### src/rtl/lrc_map.vh
// constants for the linear regulator control block
`ifndef LRC_MAP_VH
`define LRC_MAP_VH
`define LRC_NUM_REG 6
`define LRC_CTRL_W 8
`define LRC_ON_BIT 0
`define LRC_LVL_LSB 2
`define LRC_LVL_W 5
`define LRC_BYPASS_BIT 7
`define LRC_MM_IDX 2
`define LRC_PHY_IDX 3
`define LRC_WIDE_IDX 5
`define LRC_EXT_IDX 4
`define LRC_SINK_CODE 5'h1f
`define LRC_NVM_CODE0 5'h08
`define LRC_NVM_CODE1 5'h09
`define LRC_NVM_CODE2 5'h0b
`define LRC_NVM_CODE3 5'h18
`define LRC_KIND_GEN 2'h0
`define LRC_KIND_EXT 2'h1
`define LRC_KIND_WIDE 2'h2
`define LRC_KIND_FIX 2'h3
`define LRC_MV_BASE 12'h6a4
`define LRC_MV_WBASE 12'h384
`define LRC_MV_STEP 12'h064
`define LRC_MV_TOP 12'hce4
`define LRC_MV_ETOP 12'hf3c
`define LRC_CODE_FLAT 5'h08
`define LRC_CODE_CAP 5'h18
`define LRC_SRC_VIN 2'h0
`define LRC_SRC_VBUS 2'h1
`define LRC_SRC_BOOST 2'h2
`define LRC_OC_DB_NS 1000
`define LRC_CLK_MHZ 25
`endif

### src/rtl/lrc_ctrl.v
// linear regulator enable, level, mode, discharge and overcurrent control
`timescale 1ns/1ns
`include "lrc_map.vh"
module lrc_ctrl #(
	parameter OC_DB_NS = `LRC_OC_DB_NS,
	parameter CNT_W = 12,
	parameter MV_W = 10
) (
	// clock and asynchronous reset
	input wire core_clk_i,
	input wire arst_n_i,
	// host control images and the mode pin
	input wire power_mode_pin_i,
	input wire [47:0] primary_ctrl_reg_i,
	input wire [47:0] alternate_ctrl_reg_i,
	// sequencer ownership and non-volatile defaults
	input wire seq_active_i,
	input wire [5:0] seq_on_i,
	input wire nvm_load_i,
	input wire [11:0] nvm_default_level_i,
	input wire nvm_switch_default_i,
	// discharge inhibit bits, high keeps the discharge off
	input wire [3:0] discharge_ctrl_a_i,
	input wire [2:0] discharge_ctrl_b_i,
	// memory reference enable and raw analog flags
	input wire memref_on_i,
	input wire [5:0] oc_source_i,
	input wire mm_sink_oc_i,
	input wire memref_limit_i,
	// phy supply readings, already on this clock
	input wire [MV_W-1:0] phy_vin_mv_i,
	input wire [MV_W-1:0] phy_vbus_mv_i,
	input wire [MV_W-1:0] phy_boost_mv_i,
	// per-regulator controls
	output reg [5:0] reg_enable_o,
	output reg [29:0] level_code_o,
	output reg [71:0] level_mv_o,
	output reg alt_mode_o,
	output reg mm_bypass_o,
	output reg mm_sink_source_o,
	output reg [6:0] discharge_o,
	// interrupts and status
	output reg [5:0] overcurrent_irq_o,
	output reg memref_limit_o,
	output reg [1:0] phy_supply_source_o,
	output reg [7:0] restart_status_reg_o
);

	// debounce length in cycles, rounded up so the filter is never shorter than asked
	localparam integer DB_CYC_N = (OC_DB_NS * `LRC_CLK_MHZ + 999) / 1000;
	// counter constants are cut to the counter width on purpose
	localparam [CNT_W-1:0] DB_CYC = DB_CYC_N[CNT_W-1:0];
	localparam [CNT_W-1:0] CNT_ONE = {{(CNT_W-1){1'b0}}, 1'b1};

	// map a 2-bit non-volatile selector onto a level code
	function [4:0] nvm_code;
		input [1:0] sel;
		begin
			case (sel)
				2'h0: nvm_code = `LRC_NVM_CODE0;
				2'h1: nvm_code = `LRC_NVM_CODE1;
				2'h2: nvm_code = `LRC_NVM_CODE2;
				default: nvm_code = `LRC_NVM_CODE3;
			endcase
		end
	endfunction

	// level code to millivolts for one regulator kind
	function [11:0] level_mv;
		input [4:0] code;
		input [1:0] kind;
		reg [11:0] steps;
		reg [11:0] v;
		begin
			steps = `LRC_MV_STEP * {7'h00, code};
			v = `LRC_MV_BASE;
			case (kind)
				`LRC_KIND_WIDE: begin
					// wide range climbs from its own base and caps at the top
					if (code > `LRC_CODE_CAP)
						v = `LRC_MV_TOP;
					else
						v = `LRC_MV_WBASE + steps;
				end
				`LRC_KIND_FIX: v = `LRC_MV_TOP;
				default: begin
					// up to the flat point every code gives the floor level
					if (code > `LRC_CODE_FLAT)
						v = `LRC_MV_BASE + steps - `LRC_MV_STEP * 12'h008;
					if (kind == `LRC_KIND_EXT && v > `LRC_MV_ETOP)
						v = `LRC_MV_ETOP;
					if (kind == `LRC_KIND_GEN && v > `LRC_MV_TOP)
						v = `LRC_MV_TOP;
				end
			endcase
			level_mv = v;
		end
	endfunction

	// electrical kind of regulator idx, which picks its level table
	function [1:0] reg_kind;
		input integer idx;
		begin
			if (idx == `LRC_WIDE_IDX)
				reg_kind = `LRC_KIND_WIDE;
			else if (idx == `LRC_EXT_IDX)
				reg_kind = `LRC_KIND_EXT;
			else if (idx == `LRC_PHY_IDX)
				reg_kind = `LRC_KIND_FIX;
			else
				reg_kind = `LRC_KIND_GEN;
		end
	endfunction

	// synchroniser stages: only the second stage of each pair is read
	reg mode_s1_reg;
	reg mode_s2_reg;
	reg [5:0] oc_s1_reg;
	reg [5:0] oc_s2_reg;
	reg sink_s1_reg;
	reg sink_s2_reg;
	reg lim_s1_reg;
	reg lim_s2_reg;

	// non-volatile defaults latched on the loader pulse
	reg [11:0] nvm_lvl_reg;
	reg nvm_switch_reg;

	// debounce counters and their next values
	reg [CNT_W-1:0] cnt_reg [0:5];
	reg [CNT_W-1:0] cnt_next [0:5];

	// next values of the output registers
	reg [5:0] en_next;
	reg [29:0] code_next;
	reg [71:0] mv_next;
	reg [6:0] dis_next;
	reg [5:0] irq_next;
	reg byp_next;
	reg sink_next;
	reg [1:0] src_next;

	// scratch of the decode and debounce loops
	reg [7:0] sel_ctrl;
	reg [1:0] kind;
	reg oc_act;

	// one loop index per process, so no index has two drivers
	integer i;
	integer j;
	integer m;

	// two-flop synchronisers for the mode pin and the analog flags;
	// one synchronised mode bit steers every regulator, so none can lag
	always @(posedge core_clk_i or negedge arst_n_i) begin
		if (!arst_n_i) begin
			mode_s1_reg <= 1'b0;
			mode_s2_reg <= 1'b0;
			oc_s1_reg <= 6'h00;
			oc_s2_reg <= 6'h00;
			sink_s1_reg <= 1'b0;
			sink_s2_reg <= 1'b0;
			lim_s1_reg <= 1'b0;
			lim_s2_reg <= 1'b0;
		end else begin
			mode_s1_reg <= power_mode_pin_i;
			mode_s2_reg <= mode_s1_reg;
			oc_s1_reg <= oc_source_i;
			oc_s2_reg <= oc_s1_reg;
			sink_s1_reg <= mm_sink_oc_i;
			sink_s2_reg <= sink_s1_reg;
			lim_s1_reg <= memref_limit_i;
			lim_s2_reg <= lim_s1_reg;
		end
	end

	// capture non-volatile defaults when the loader pulses
	// the values hold after the pulse; reset gives selector 0 and no bypass
	always @(posedge core_clk_i or negedge arst_n_i) begin
		if (!arst_n_i) begin
			nvm_lvl_reg <= 12'h000;
			nvm_switch_reg <= 1'b0;
		end else if (nvm_load_i) begin
			nvm_lvl_reg <= nvm_default_level_i;
			nvm_switch_reg <= nvm_switch_default_i;
		end
	end

	// per-regulator enable, level and mode selection
	always @* begin
		en_next = 6'h00;
		code_next = 30'h00000000;
		mv_next = 72'h0;
		sel_ctrl = 8'h00;
		kind = `LRC_KIND_GEN;
		byp_next = 1'b0;
		sink_next = 1'b0;
		for (i = 0; i < `LRC_NUM_REG; i = i + 1) begin
			// one synchronised selection steers every regulator
			if (mode_s2_reg)
				sel_ctrl = alternate_ctrl_reg_i[i*8 +: 8];
			else
				sel_ctrl = primary_ctrl_reg_i[i*8 +: 8];
			// while the sequencer runs it owns enables and levels outright
			if (seq_active_i) begin
				en_next[i] = seq_on_i[i];
				code_next[i*5 +: 5] = nvm_code(nvm_lvl_reg[i*2 +: 2]);
			end else begin
				en_next[i] = sel_ctrl[`LRC_ON_BIT];
				code_next[i*5 +: 5] = sel_ctrl[`LRC_LVL_LSB +: `LRC_LVL_W];
			end
			// only the multimode regulator has bypass and sink/source modes
			if (i == `LRC_MM_IDX) begin
				if (seq_active_i)
					byp_next = nvm_switch_reg;
				else
					byp_next = sel_ctrl[`LRC_BYPASS_BIT];
				// bypass overrides whatever the code holds
				sink_next = !byp_next && code_next[i*5 +: 5] == `LRC_SINK_CODE;
			end
			// the level table depends on the regulator kind
			kind = reg_kind(i);
			mv_next[i*12 +: 12] = level_mv(code_next[i*5 +: 5], kind);
		end
	end

	// discharge follows disable unless software inhibits it
	// the memory reference has its own enable and inhibit bit
	always @* begin
		dis_next[3:0] = ~en_next[3:0] & ~discharge_ctrl_a_i;
		dis_next[5:4] = ~en_next[5:4] & ~discharge_ctrl_b_i[1:0];
		dis_next[6] = ~memref_on_i & ~discharge_ctrl_b_i[2];
	end

	// overcurrent debounce per regulator
	// a flag that drops clears the count and the count saturates,
	// so each unbroken episode gives at most one pulse
	always @* begin
		irq_next = 6'h00;
		oc_act = 1'b0;
		for (j = 0; j < `LRC_NUM_REG; j = j + 1) begin
			oc_act = oc_s2_reg[j] & reg_enable_o[j];
			if (j == `LRC_MM_IDX) begin
				// sinking current counts only in sink/source mode
				oc_act = (oc_act | (sink_s2_reg & mm_sink_source_o & reg_enable_o[j]))
					& !mm_bypass_o;
			end
			if (!oc_act)
				cnt_next[j] = {CNT_W{1'b0}};
			else if (cnt_reg[j] != DB_CYC)
				cnt_next[j] = cnt_reg[j] + CNT_ONE;
			else
				cnt_next[j] = cnt_reg[j];
			irq_next[j] = oc_act && cnt_reg[j] == DB_CYC - CNT_ONE;
		end
	end

	// phy regulator picks the highest supply, lower index on a tie
	// readings are on this clock already, so no synchroniser is needed
	always @* begin
		src_next = `LRC_SRC_VIN;
		if (phy_vbus_mv_i > phy_vin_mv_i)
			src_next = `LRC_SRC_VBUS;
		if (phy_boost_mv_i > phy_vin_mv_i && phy_boost_mv_i > phy_vbus_mv_i)
			src_next = `LRC_SRC_BOOST;
	end

	// output registers
	always @(posedge core_clk_i or negedge arst_n_i) begin
		if (!arst_n_i) begin
			reg_enable_o <= 6'h00;
			level_code_o <= 30'h00000000;
			level_mv_o <= 72'h0;
			alt_mode_o <= 1'b0;
			mm_bypass_o <= 1'b0;
			mm_sink_source_o <= 1'b0;
			discharge_o <= 7'h7f;
			overcurrent_irq_o <= 6'h00;
			memref_limit_o <= 1'b0;
			phy_supply_source_o <= 2'h0;
			restart_status_reg_o <= 8'h00;
			for (m = 0; m < `LRC_NUM_REG; m = m + 1)
				cnt_reg[m] <= {CNT_W{1'b0}};
		end else begin
			// regulator controls
			reg_enable_o <= en_next;
			level_code_o <= code_next;
			level_mv_o <= mv_next;
			alt_mode_o <= mode_s2_reg;
			mm_bypass_o <= byp_next;
			mm_sink_source_o <= sink_next;
			discharge_o <= dis_next;
			// interrupts and status
			overcurrent_irq_o <= irq_next;
			// limiting is visible but never an interrupt
			memref_limit_o <= lim_s2_reg;
			phy_supply_source_o <= src_next;
			restart_status_reg_o <= {6'h00, src_next};
			for (m = 0; m < `LRC_NUM_REG; m = m + 1)
				cnt_reg[m] <= cnt_next[m];
		end
	end

endmodule // lrc_ctrl

### config.mk
export PLATFORM = sky130hd
export DESIGN_NAME = lrc_ctrl
export DESIGN_NICKNAME = d
export VERILOG_FILES = /design/src/rtl/lrc_ctrl.v
export VERILOG_INCLUDE_DIRS = /design/src /design/src/rtl
export SDC_FILE = /design/constraint.sdc
export NUM_CORES = 1
export LEC_CHECK = 0
export BUFFER_PORTS_ARGS = -buffer_cell sky130_fd_sc_hd__buf_2
export CELL_PAD_IN_SITES_DETAIL_PLACEMENT = 0
export CELL_PAD_IN_SITES_GLOBAL_PLACEMENT = 1
export CORE_MARGIN = 2
export CORE_UTILIZATION = 30
export DETAILED_ROUTE_END_ITERATION = 7
export PLACE_DENSITY_LB_ADDON = 0.1
export SYNTH_ARGS = -nofsm -noshare
export SYNTH_HDL_FRONTEND = slang
export SYNTH_SLANG_ARGS = --single-unit
### constraint.sdc
create_clock -name core_clk_i -period 9.5 [get_ports core_clk_i]
set_input_delay 1.9 -clock core_clk_i [delete_from_list [all_inputs] [get_ports core_clk_i]]
set_output_delay 1.9 -clock core_clk_i [all_outputs]
set_load 0.01 [all_outputs]
* After elaboration in Yosys (flattened, before gate mapping) *
Cells that the tools add are included.

storage, ports and cells
  register bits after elaboration = 224
  bits of input ports = 166
  output and inout port bits = 135
  word-level logic and storage cells = 172

operators by class
  add/subtract/negate cells = 15
  multiply operators = 5
  $lt $le $gt $ge = 12
  equality and inequality tests = 31
  muxes and demuxes = 48
  bitwise operators = 19
  reductions and logical operators = 16

operator list
  kind                                                                             count
  12-bit two-way mux                                                               21
  5-bit one-hot mux with 3 select lines                                            6
  12-bit by 1-bit adder with 12-bit output, second input constant                  6
  12-bit by 5-bit == test with 1-bit output, second input constant                 6
  12-bit by 5-bit != test with 1-bit output, second input constant                 6
  5-bit by 5-bit multiplier with 10-bit output, first input constant               5
  11-bit by 12-bit adder with 12-bit output, first input constant                  4
  12-bit greater-than comparator, second input constant                            4
  12-bit by 10-bit subtractor with 12-bit output, second input constant            4
  7-bit two-way mux                                                                5
  10-bit greater-than comparator                                                   3
  5-bit two-way mux                                                                6
  5-bit by 4-bit greater-than comparator with 1-bit output, second input constant  4
  10-bit by 12-bit adder with 12-bit output, first input constant                  1
  2-bit by 1-bit == test with 1-bit output, second input constant                  6
  2-bit == test, second input constant                                             6
  2-bit logical NOT                                                                6
  2-bit by 1-bit != test with 1-bit output, second input constant                  6
  1-bit AND                                                                        10
  1-bit logical AND                                                                8
  1-bit two-way mux                                                                8
  8-bit two-way mux                                                                1
  4-bit NOT                                                                        2
  5-bit == test, second input constant                                             1
  other kinds (8)                                                                  11

* Logic depth before layout (Yosys ltp) *
Gate-level depths: netlist of run 1.

  depth after elaboration = 9
  depth in mapped cells = 19
  depth with buffers taken out = 17

* Least setup slack after synthesis of run 1 *
OpenSTA, ideal clock, no wires.

  path type = input-to-reg
  from = input port seq_active_i
  to = register level_mv_o[50]
  arrival time = 5.298 ns
  required time = 9.369 ns
  path slack = 4.071 ns
  stages = 17
  buffers on the path = 3
  cell sequence = buf_2 -> buf_2 -> clkbuf_1 -> o21a_1 -> inv_1 -> ha_1 -> ha_1 -> ha_1 -> inv_1 -> fa_1 -> nand2b_1 -> a21oi_1 -> xor2_1 -> o31ai_4 -> xnor2_1 -> nor4b_4 -> or3_1

between the ends
  cells in the longest elaborated chain, start to end = 7

RTL lines
  element                                                   RTL line        RTL
  from (decl)                                               lrc_ctrl.v:17   input wire seq_active_i,
  5-bit two-way mux *                                       lrc_ctrl.v:205  if (seq_active_i) begin
  net code_next[21]                                         lrc_ctrl.v:135  reg [29:0] code_next;
  5-bit by 5-bit multiplier with 10-bit output (no line)    n/a
  11-bit by 12-bit adder with 12-bit output (no line)       n/a
  12-bit by 10-bit subtractor with 12-bit output (no line)  n/a
  12-bit two-way mux *                                      lrc_ctrl.v:88   if (code > `LRC_CODE_FLAT)
  12-bit greater-than comparator (no line)                  n/a
  12-bit two-way mux *                                      lrc_ctrl.v:90   if (kind == `LRC_KIND_EXT && v > `LRC_MV_ETOP)
  net mv_next[50]                                           lrc_ctrl.v:136  reg [71:0] mv_next;
  to (signal assigned)                                      lrc_ctrl.v:288  level_mv_o <= mv_next;
  to (decl)                                                 lrc_ctrl.v:37   output reg [71:0] level_mv_o,

Mark *: on every way through the listed nets, which the timed path passes. The rest lies on a longest branch.
A chain may end at the register's enable or synchronous reset.

* Final worst setup path of run 1 *
  from = input port seq_active_i
  to = register level_mv_o[28]

between the ends
  cells in the longest elaborated chain, start to end = 7

RTL lines
  element                                                   RTL line        RTL
  5-bit two-way mux *                                       lrc_ctrl.v:205
  net code_next[14]                                         lrc_ctrl.v:135
  5-bit by 5-bit multiplier with 10-bit output (no line)    n/a
  11-bit by 12-bit adder with 12-bit output (no line)       n/a
  12-bit by 10-bit subtractor with 12-bit output (no line)  n/a
  12-bit two-way mux *                                      lrc_ctrl.v:88
  12-bit greater-than comparator (no line)                  n/a
  12-bit two-way mux *                                      lrc_ctrl.v:92   if (kind == `LRC_KIND_GEN && v > `LRC_MV_TOP)
  net mv_next[28]                                           lrc_ctrl.v:136

Marked as above.

==> results of run 1 <==
[report_power, final]
part	switching, mW	leakage [nW]	total, mW	internal (mW)
Combinational	0.514	4.48	0.861	0.347
Clock	0.386	0.428	1.02	0.633
Sequential	0.0386	2.62	1.04	1.01
[logic make-up after synthesis]
group	Yosys count	synth area share, %
AOI/OAI and AO/OA	180	9.20
xor gates and xnor gates	109	7.69
adders and majority gates	159	16.3
buffers and inverters	144	5.38
DFF	209	42.2
muxes	41	3.50
other	2	0.0605
and+or+nand+nor	398	15.6
[area by class of cell]
type / instances / area (um2) / area share [%]
Multi-Input combinational cell: 910 / 6580 / 43.8
Sequential cell: 209 / 5240 / 34.8
Timing Repair Buffer: 260 / 1320 / 8.78
Clock buffer: 34 / 712 / 4.73
Tap cell: 532 / 666 / 4.43
Inverter: 95 / 357 / 2.37
Clock inverter: 11 / 161 / 1.07
[stage by stage]
step / utilization, % / hold WS, ps / worst slack, ps
after detailed placement: 34.7 / 335 / 3070
after global routing: 36.8 / 356 / 3270
after global placement: 34.7 / 333 / 3090
after CTS: 36.8 / 349 / 3650
final: 36.8 / 348 / 3700
after floorplan: - / 331 / 4070
[layout by cell type (no fill, tap or decap), drive strengths merged, types with 14 or more instances in the layout]
master | synthesis | final
buf | 38 | 260
dfrtp | 202 | 202
ha | 154 | 154
nor2 | 115 | 115
nand2 | 104 | 104
inv | 95 | 96
xor2 | 71 | 71
o21ai | 58 | 58
a21oi | 50 | 50
nand3 | 46 | 46
xnor2 | 38 | 38
clkbuf | 11 | 34
mux2i | 28 | 28
and3 | 28 | 28
conb | 2 | 23
nand4 | 20 | 20
a21o | 18 | 18
nor2b | 14 | 14
nor3 | 14 | 14
[worst reg2reg max path: stages, from the launching register on]
cell and delay, ps:
dfrtp_2 610, buf_4 550, mux2i_1 380, nor2_1 80, a21oi_1 400, inv_1 220
ha_1 330, ha_1 280, ha_1 170, inv_1 60, fa_1 390, xor2_1 340
nand2_1 90, a41o_1 250, nor4_1 200, o2bb2ai_1 220, o21ai_1 150, and3_1 200
[routing by layer]
layer / GRT usage (%) / part of all wire, %
met3: 2.83 / 5.1
met5: 0 / 0.041
met1: 19.8 / 47
met4: 3.20 / 1.1
met2: 24.9 / 47
[how the worst min path moves through the flow]
stage	start	endpoint	slack, ps	cells past startpoint
after floorplan	lim_s1_reg$_DFF_PN0_	lim_s2_reg$_DFF_PN0_	330	0
after global placement	mode_s1_reg$_DFF_PN0_	mode_s2_reg$_DFF_PN0_	330	0
after detailed placement	oc_s1_reg[0]$_DFF_PN0_	oc_s2_reg[0]$_DFF_PN0_	330	0
after CTS	oc_s1_reg[0]$_DFF_PN0_	oc_s2_reg[0]$_DFF_PN0_	350	0
after global routing	oc_s1_reg[0]$_DFF_PN0_	oc_s2_reg[0]$_DFF_PN0_	360	0
final	oc_s1_reg[0]$_DFF_PN0_	oc_s2_reg[0]$_DFF_PN0_	350	0
==> impl_metrics.env, run 1 <==
export IMPL_rsz0062_at_grt="no"
export IMPL_drtPass1Iterations=4
export IMPL_fin_crit_ps=5800
export IMPL_nFillCells=4193
export IMPL_core_area_um2=40800
export IMPL_area_delta_synth_final_pct=21.2
export IMPL_die_area_um2=43000
export IMPL_slew_viol_final=0
export IMPL_tns_ps=0
export IMPL_grt_pass1_wl_um=52100
export IMPL_avgSynthCellArea_um2=9.99
export IMPL_synth_edf_count=0
export IMPL_wl_um=31600
export IMPL_total_power_mw=2.92
export IMPL_cp_top_family="adder cells"
export IMPL_setup_violations=0
export IMPL_fmax_mhz=172
export IMPL_cts_resized=0
export IMPL_crit_path_cell_trace="buf_2, buf_4, nor2_1, a21oi_1, inv_1, ha_1, ha_1, ha_1, inv_1, fa_1, xor2_1, nand2_1, a41o_1, nor4_1, o2bb2ai_1, o21ai_1, and3_1"
export IMPL_insertedDiodeCount=0
export IMPL_dp_hpwl_um=23900
export IMPL_clkTransAtPathRegs_ps=60
export IMPL_port_buffers=256
export IMPL_yosys_warnings=0
export IMPL_r2r_slack_ps=4440
export IMPL_postCtsSetupBuffers=0
export IMPL_grt_max_degree=107
export IMPL_yosysSeqAreaShare_pct=42.2
export IMPL_fin_nets=1828
export IMPL_ys_top_cells_by_count="202 x dfrtp_1, 154 x ha_1, 112 x nor2_1"
export IMPL_finalNonFillerCells=2051
export IMPL_cp_startpoint="seq_active_i"
export IMPL_largest_register_ffs=72
export IMPL_clk_insertion_delay_late_ps=550
export IMPL_endpoint="level_mv_o[28]$_DFF_PN0_"
export IMPL_hp_class="flip-flop to flip-flop"
export IMPL_slowest_delay_ps=480
export IMPL_post_drt_wl_per_cell_um=15.4
export IMPL_fin_skew_ps=20.7
export IMPL_async_reset_ff_share_pct=100
export IMPL_cp_num_buf_inv=4
export IMPL_worstPathMaxFanout=41
export IMPL_routabilityCongestion=0.774
export IMPL_netlist_area_um2=12400
export IMPL_fp_dieW_um=207
export IMPL_cp_depth=17
export IMPL_required_ps=9920
export IMPL_netlist_area_leader_share_pct=40.7
export IMPL_r2r_start="mode_s2_reg$_DFF_PN0_"
export IMPL_start_util_pct=30.4
export IMPL_ant_nets=0
export IMPL_crit_path_start_kind="input pin"
export IMPL_gr_total_overflow=0
export IMPL_synthCells=1242
export IMPL_synth_most_common_cell="dfrtp_1"
export IMPL_synth_area_leaders="dfrtp_1 41%, ha_1 16%, xor2_1 5.0%"
export IMPL_synth_ff_type="dfrtp_1"
export IMPL_cts_buffers=27
export IMPL_grt_pass1_vias=9665
export IMPL_slew_limit_headroom_pct=42.2
export IMPL_cts_max_level=1
export IMPL_synth_top_area_cell="dfrtp_1"
export IMPL_hold_viol_final=0
export IMPL_chipHeight_um=207
export IMPL_drtIter0Drc=360
export IMPL_status="complete, no violations"
export IMPL_reg2regPathDepth=17
export IMPL_placed_cell_area_um2=14200
export IMPL_worstSetupEndpointType="flip-flop"
export IMPL_r2r_end="level_mv_o[28]$_DFF_PN0_"
export IMPL_slowest_stage="buf_4"
export IMPL_hold_buffers=0
export IMPL_period_share_pct=61.1
export IMPL_peakVddDrop_v=0.000122
export IMPL_p_leak_nw=7.52
export IMPL_crit_top_cell="ha_1"
export IMPL_worstSetupPathType="input pin to flip-flop"
export IMPL_design_area_um2=15000
export IMPL_synth_cell_types=66
export IMPL_grt_antenna_before_repair=2
export IMPL_drc=0
export IMPL_root_buffer="clkbuf_16"
export IMPL_drive_above_1_share_pct=22.1
export IMPL_powerDensity_nw_per_um2=194
export IMPL_row_count=74
export IMPL_track_usage_pct=14.8
export IMPL_maxCapViolations=0
export IMPL_cp_data_arrival_time_ps=6220
export IMPL_cts_tree="built"
export IMPL_vias=9348
export IMPL_via_per_inst=4.56
export IMPL_ys_seq_elements=209
export IMPL_cts_buffer_depth=3
export IMPL_worst_pin_slew_ps=867
export IMPL_cts_sinks=209
export IMPL_dp_cells=2006
export IMPL_ios=301
(Power assumes the default switching activity.)
==> inputs of run 2 (changes only) <==
Settings changed: ABC_AREA set to 1.
Clock period 9.5 ns to 5.9 ns, I/O delays scaled along.
==> impl_metrics.env, run 2 <==
export IMPL_grt_pass1_vias=10900
export IMPL_nFillCells=4566
export IMPL_synth_top_area_cell="dfrtp_1"
export IMPL_core_area_um2=42900
export IMPL_powerDensity_nw_per_um2=306
export IMPL_cts_buffer_depth=3
export IMPL_fin_hold_ws_ps=347
export IMPL_cts_resized=0
export IMPL_period_share_pct=75.5
export IMPL_synth_cell_types=47
export IMPL_tns_ps=0
export IMPL_status="complete, no violations"
export IMPL_layout_commonest_cell="nand2_1"
export IMPL_crit_path_start_kind="input pin"
export IMPL_share_comb_of_total_power_pct=30.9
export IMPL_row_count=76
export IMPL_required_ps=6330
export IMPL_clkTransAtPathRegs_ps=60
export IMPL_clk_insertion_delay_late_ps=550
export IMPL_synth_area_leaders="dfrtp_1 39%, ha_1 15%, nand2_1 9.2%"
export IMPL_multi_input_area_um2=6520
export IMPL_cts_buffers=28
export IMPL_regArea_um2=5240
export IMPL_maxCapViolations=0
export IMPL_grt_max_degree=122
export IMPL_netlist_area_um2=13000
export IMPL_setup_violations=0
export IMPL_avgSynthCellArea_um2=8.18
export IMPL_netlist_area_leader_share_pct=38.9
export IMPL_dp_hpwl_um=26600
export IMPL_total_power_mw=4.83
export IMPL_fin_nets=2181
export IMPL_clock_power_share_pct=34.3
export IMPL_hp_class="flip-flop to flip-flop"
export IMPL_layout_common_cells="318 x nand2_1, 258 x inv_1, 255 x buf_2, 201 x dfrtp_1, 154 x ha_1"
export IMPL_hold_viol_final=0
export IMPL_yosys_warnings=0
export IMPL_wl_um=34400
export IMPL_drc=0
export IMPL_p_leak_nw=8.34
export IMPL_ant_nets=0
export IMPL_rsz0062_at_grt="no"
export IMPL_via_per_inst=4.40
export IMPL_cts_max_level=1
export IMPL_fin_crit_ps=4460
export IMPL_worstSetupEndpointType="flip-flop"
export IMPL_die_area_um2=45000
export IMPL_ios=301
export IMPL_synth_edf_count=0
export IMPL_routabilityCongestion=0.801
export IMPL_synth_most_common_cell="nand2_1"
export IMPL_start_util_pct=30.3
export IMPL_ys_seq_elements=209
export IMPL_cp_data_arrival_time_ps=4890
export IMPL_cts_sinks=209
export IMPL_area_delta_synth_final_pct=21.3
export IMPL_synth_ff_type="dfrtp_1"
export IMPL_drive_above_1_share_pct=20.2
export IMPL_synthCells=1589
export IMPL_peakVddDrop_v=0.000187
export IMPL_postCtsSetupBuffers=0
export IMPL_port_buffers=256
export IMPL_post_drt_wl_per_cell_um=14.0
export IMPL_slew_viol_final=0
export IMPL_largest_register_ffs=72
export IMPL_chipHeight_um=212
export IMPL_drtPass1Iterations=4
export IMPL_fp_dieW_um=212
export IMPL_worstSetupPathType="input pin to flip-flop"
export IMPL_swShare_pct=34.1
export IMPL_slew_limit_headroom_pct=40.8
export IMPL_async_reset_ff_share_pct=100
export IMPL_worst_pin_slew_ps=878
export IMPL_root_buffer="clkbuf_16"
export IMPL_track_usage_pct=15.5
export IMPL_ys_top_cells_by_count="318 x nand2_1, 258 x inv_1, 202 x dfrtp_1"
export IMPL_gr_total_overflow=0
export IMPL_grt_pass1_wl_um=55700
export IMPL_worstPathMaxFanout=32
export IMPL_vias=10800
export IMPL_hold_buffers=0
export IMPL_fmax_mhz=224
export IMPL_drtIter0Drc=395
export IMPL_seq_power_share_pct=34.7
export IMPL_reg2regPathDepth=17
export IMPL_fin_skew_ps=18.5
export IMPL_yosysSeqAreaShare_pct=40.3
export IMPL_grt_antenna_before_repair=5
export IMPL_cts_tree="built"
export IMPL_p_int_mw=3.18
export IMPL_hold_depth=0
export IMPL_power_switching_mw=1.65
run 2: changes by cell type after synthesis, sizes merged, moves of 18 or more:
cell   before  now
nand2     104  332
inv        95  263
nand3      46  111
xor2       71   10
a21oi      50   92
xnor2      38    9
mux2i      28    0
nor2      115  142
and3       28    2
o21ai      58   80
a21o       18    0
nor3       14   32
run 2: final cells by class:
class                           instances  area share (%)
Inverter                              263            6.26
Multi-Input combinational cell       1089            41.3
Tap cell                              585            4.64
Antenna cell                            1          0.0159
Sequential cell                       209            33.2
Timing Repair Buffer                  265            8.78
Clock inverter                          9           0.500
Clock buffer                           43            5.25
run 2: logic make-up after synthesis:
group                      synth area share [%]
and+or+nand+nor                            23.4
buffers and inverters                      10.1
DFF                                        40.3
AOI/OAI and AO/OA                          8.68
adders and majority gates                  15.6
xor gates and xnor gates                   1.28
muxes                                     0.520
other                                    0.0578
run 2: worst max-delay path, stage by stage:
cell and delay, ps:
buf_2 110, inv_2 520, o211ai_1 220, o21ai_0 390, ha_1 370, ha_1 280
ha_1 220, inv_1 70, fa_1 530, inv_1 70, nor2_1 200, nand3_1 130
nand2_1 70, nand2_1 40, nor2_1 210, nor2_4 90, nand2_2 100, nand2_1 70
run 2: power by group through the flow:
| stage | sequential, mW | combinational [mW] | clock [mW] |
|---|---|---|---|
| global route | 1.70 | 1.73 | 1.80 |
| finish | 1.68 | 1.49 | 1.66 |
| CTS | 1.68 | 1.53 | 1.73 |
| global placement | 1.70 | 1.52 | 0 |
| floorplan | 1.79 | 0.913 | 0 |
| detailed placement | 1.70 | 1.52 | 0 |
run 2: layer usage:
layer | wire length, um | track usage [%] | vias to the layer above
met2 | 15800 | 25.9 | 201
met5 | 41 | 0 | -
met4 | 563 | 3.50 | 6
met1 | 15800 | 20.0 | 4971
met3 | 2200 | 4.12 | 36
li1 | - | - | 5621
run 2: final timing paths:
check / end / startpoint / slack (ps)
hold reg to reg: oc_s2_reg[4]$_DFF_PN0_ / oc_s1_reg[4]$_DFF_PN0_ / 350
setup / recovery: level_mv_o[14]$_DFF_PN0_ / seq_active_i / 1440
hold / removal: oc_s2_reg[4]$_DFF_PN0_ / oc_s1_reg[4]$_DFF_PN0_ / 350
min in group asynchronous: cnt_reg[13]$_DFFE_PN0P_ / arst_n_i / 620
setup reg to reg: level_mv_o[2]$_DFF_PN0_ / mode_s2_reg$_DFF_PN0_ / 1750
max in group asynchronous: level_code_o[0]$_DFF_PN0_ / arst_n_i / 4140
run 2: stage by stage:
stage                     std cells  area, um2  worst slack (ps)  util, %
after global placement         2411      14900               809     34.6
after floorplan                1610      13100              1490        -
after CTS                      2463      15800              1410     36.8
final                          2464      15800              1440     36.8
after global routing           2463      15800              1030     36.8
after detailed placement       2411      14900               822     34.6
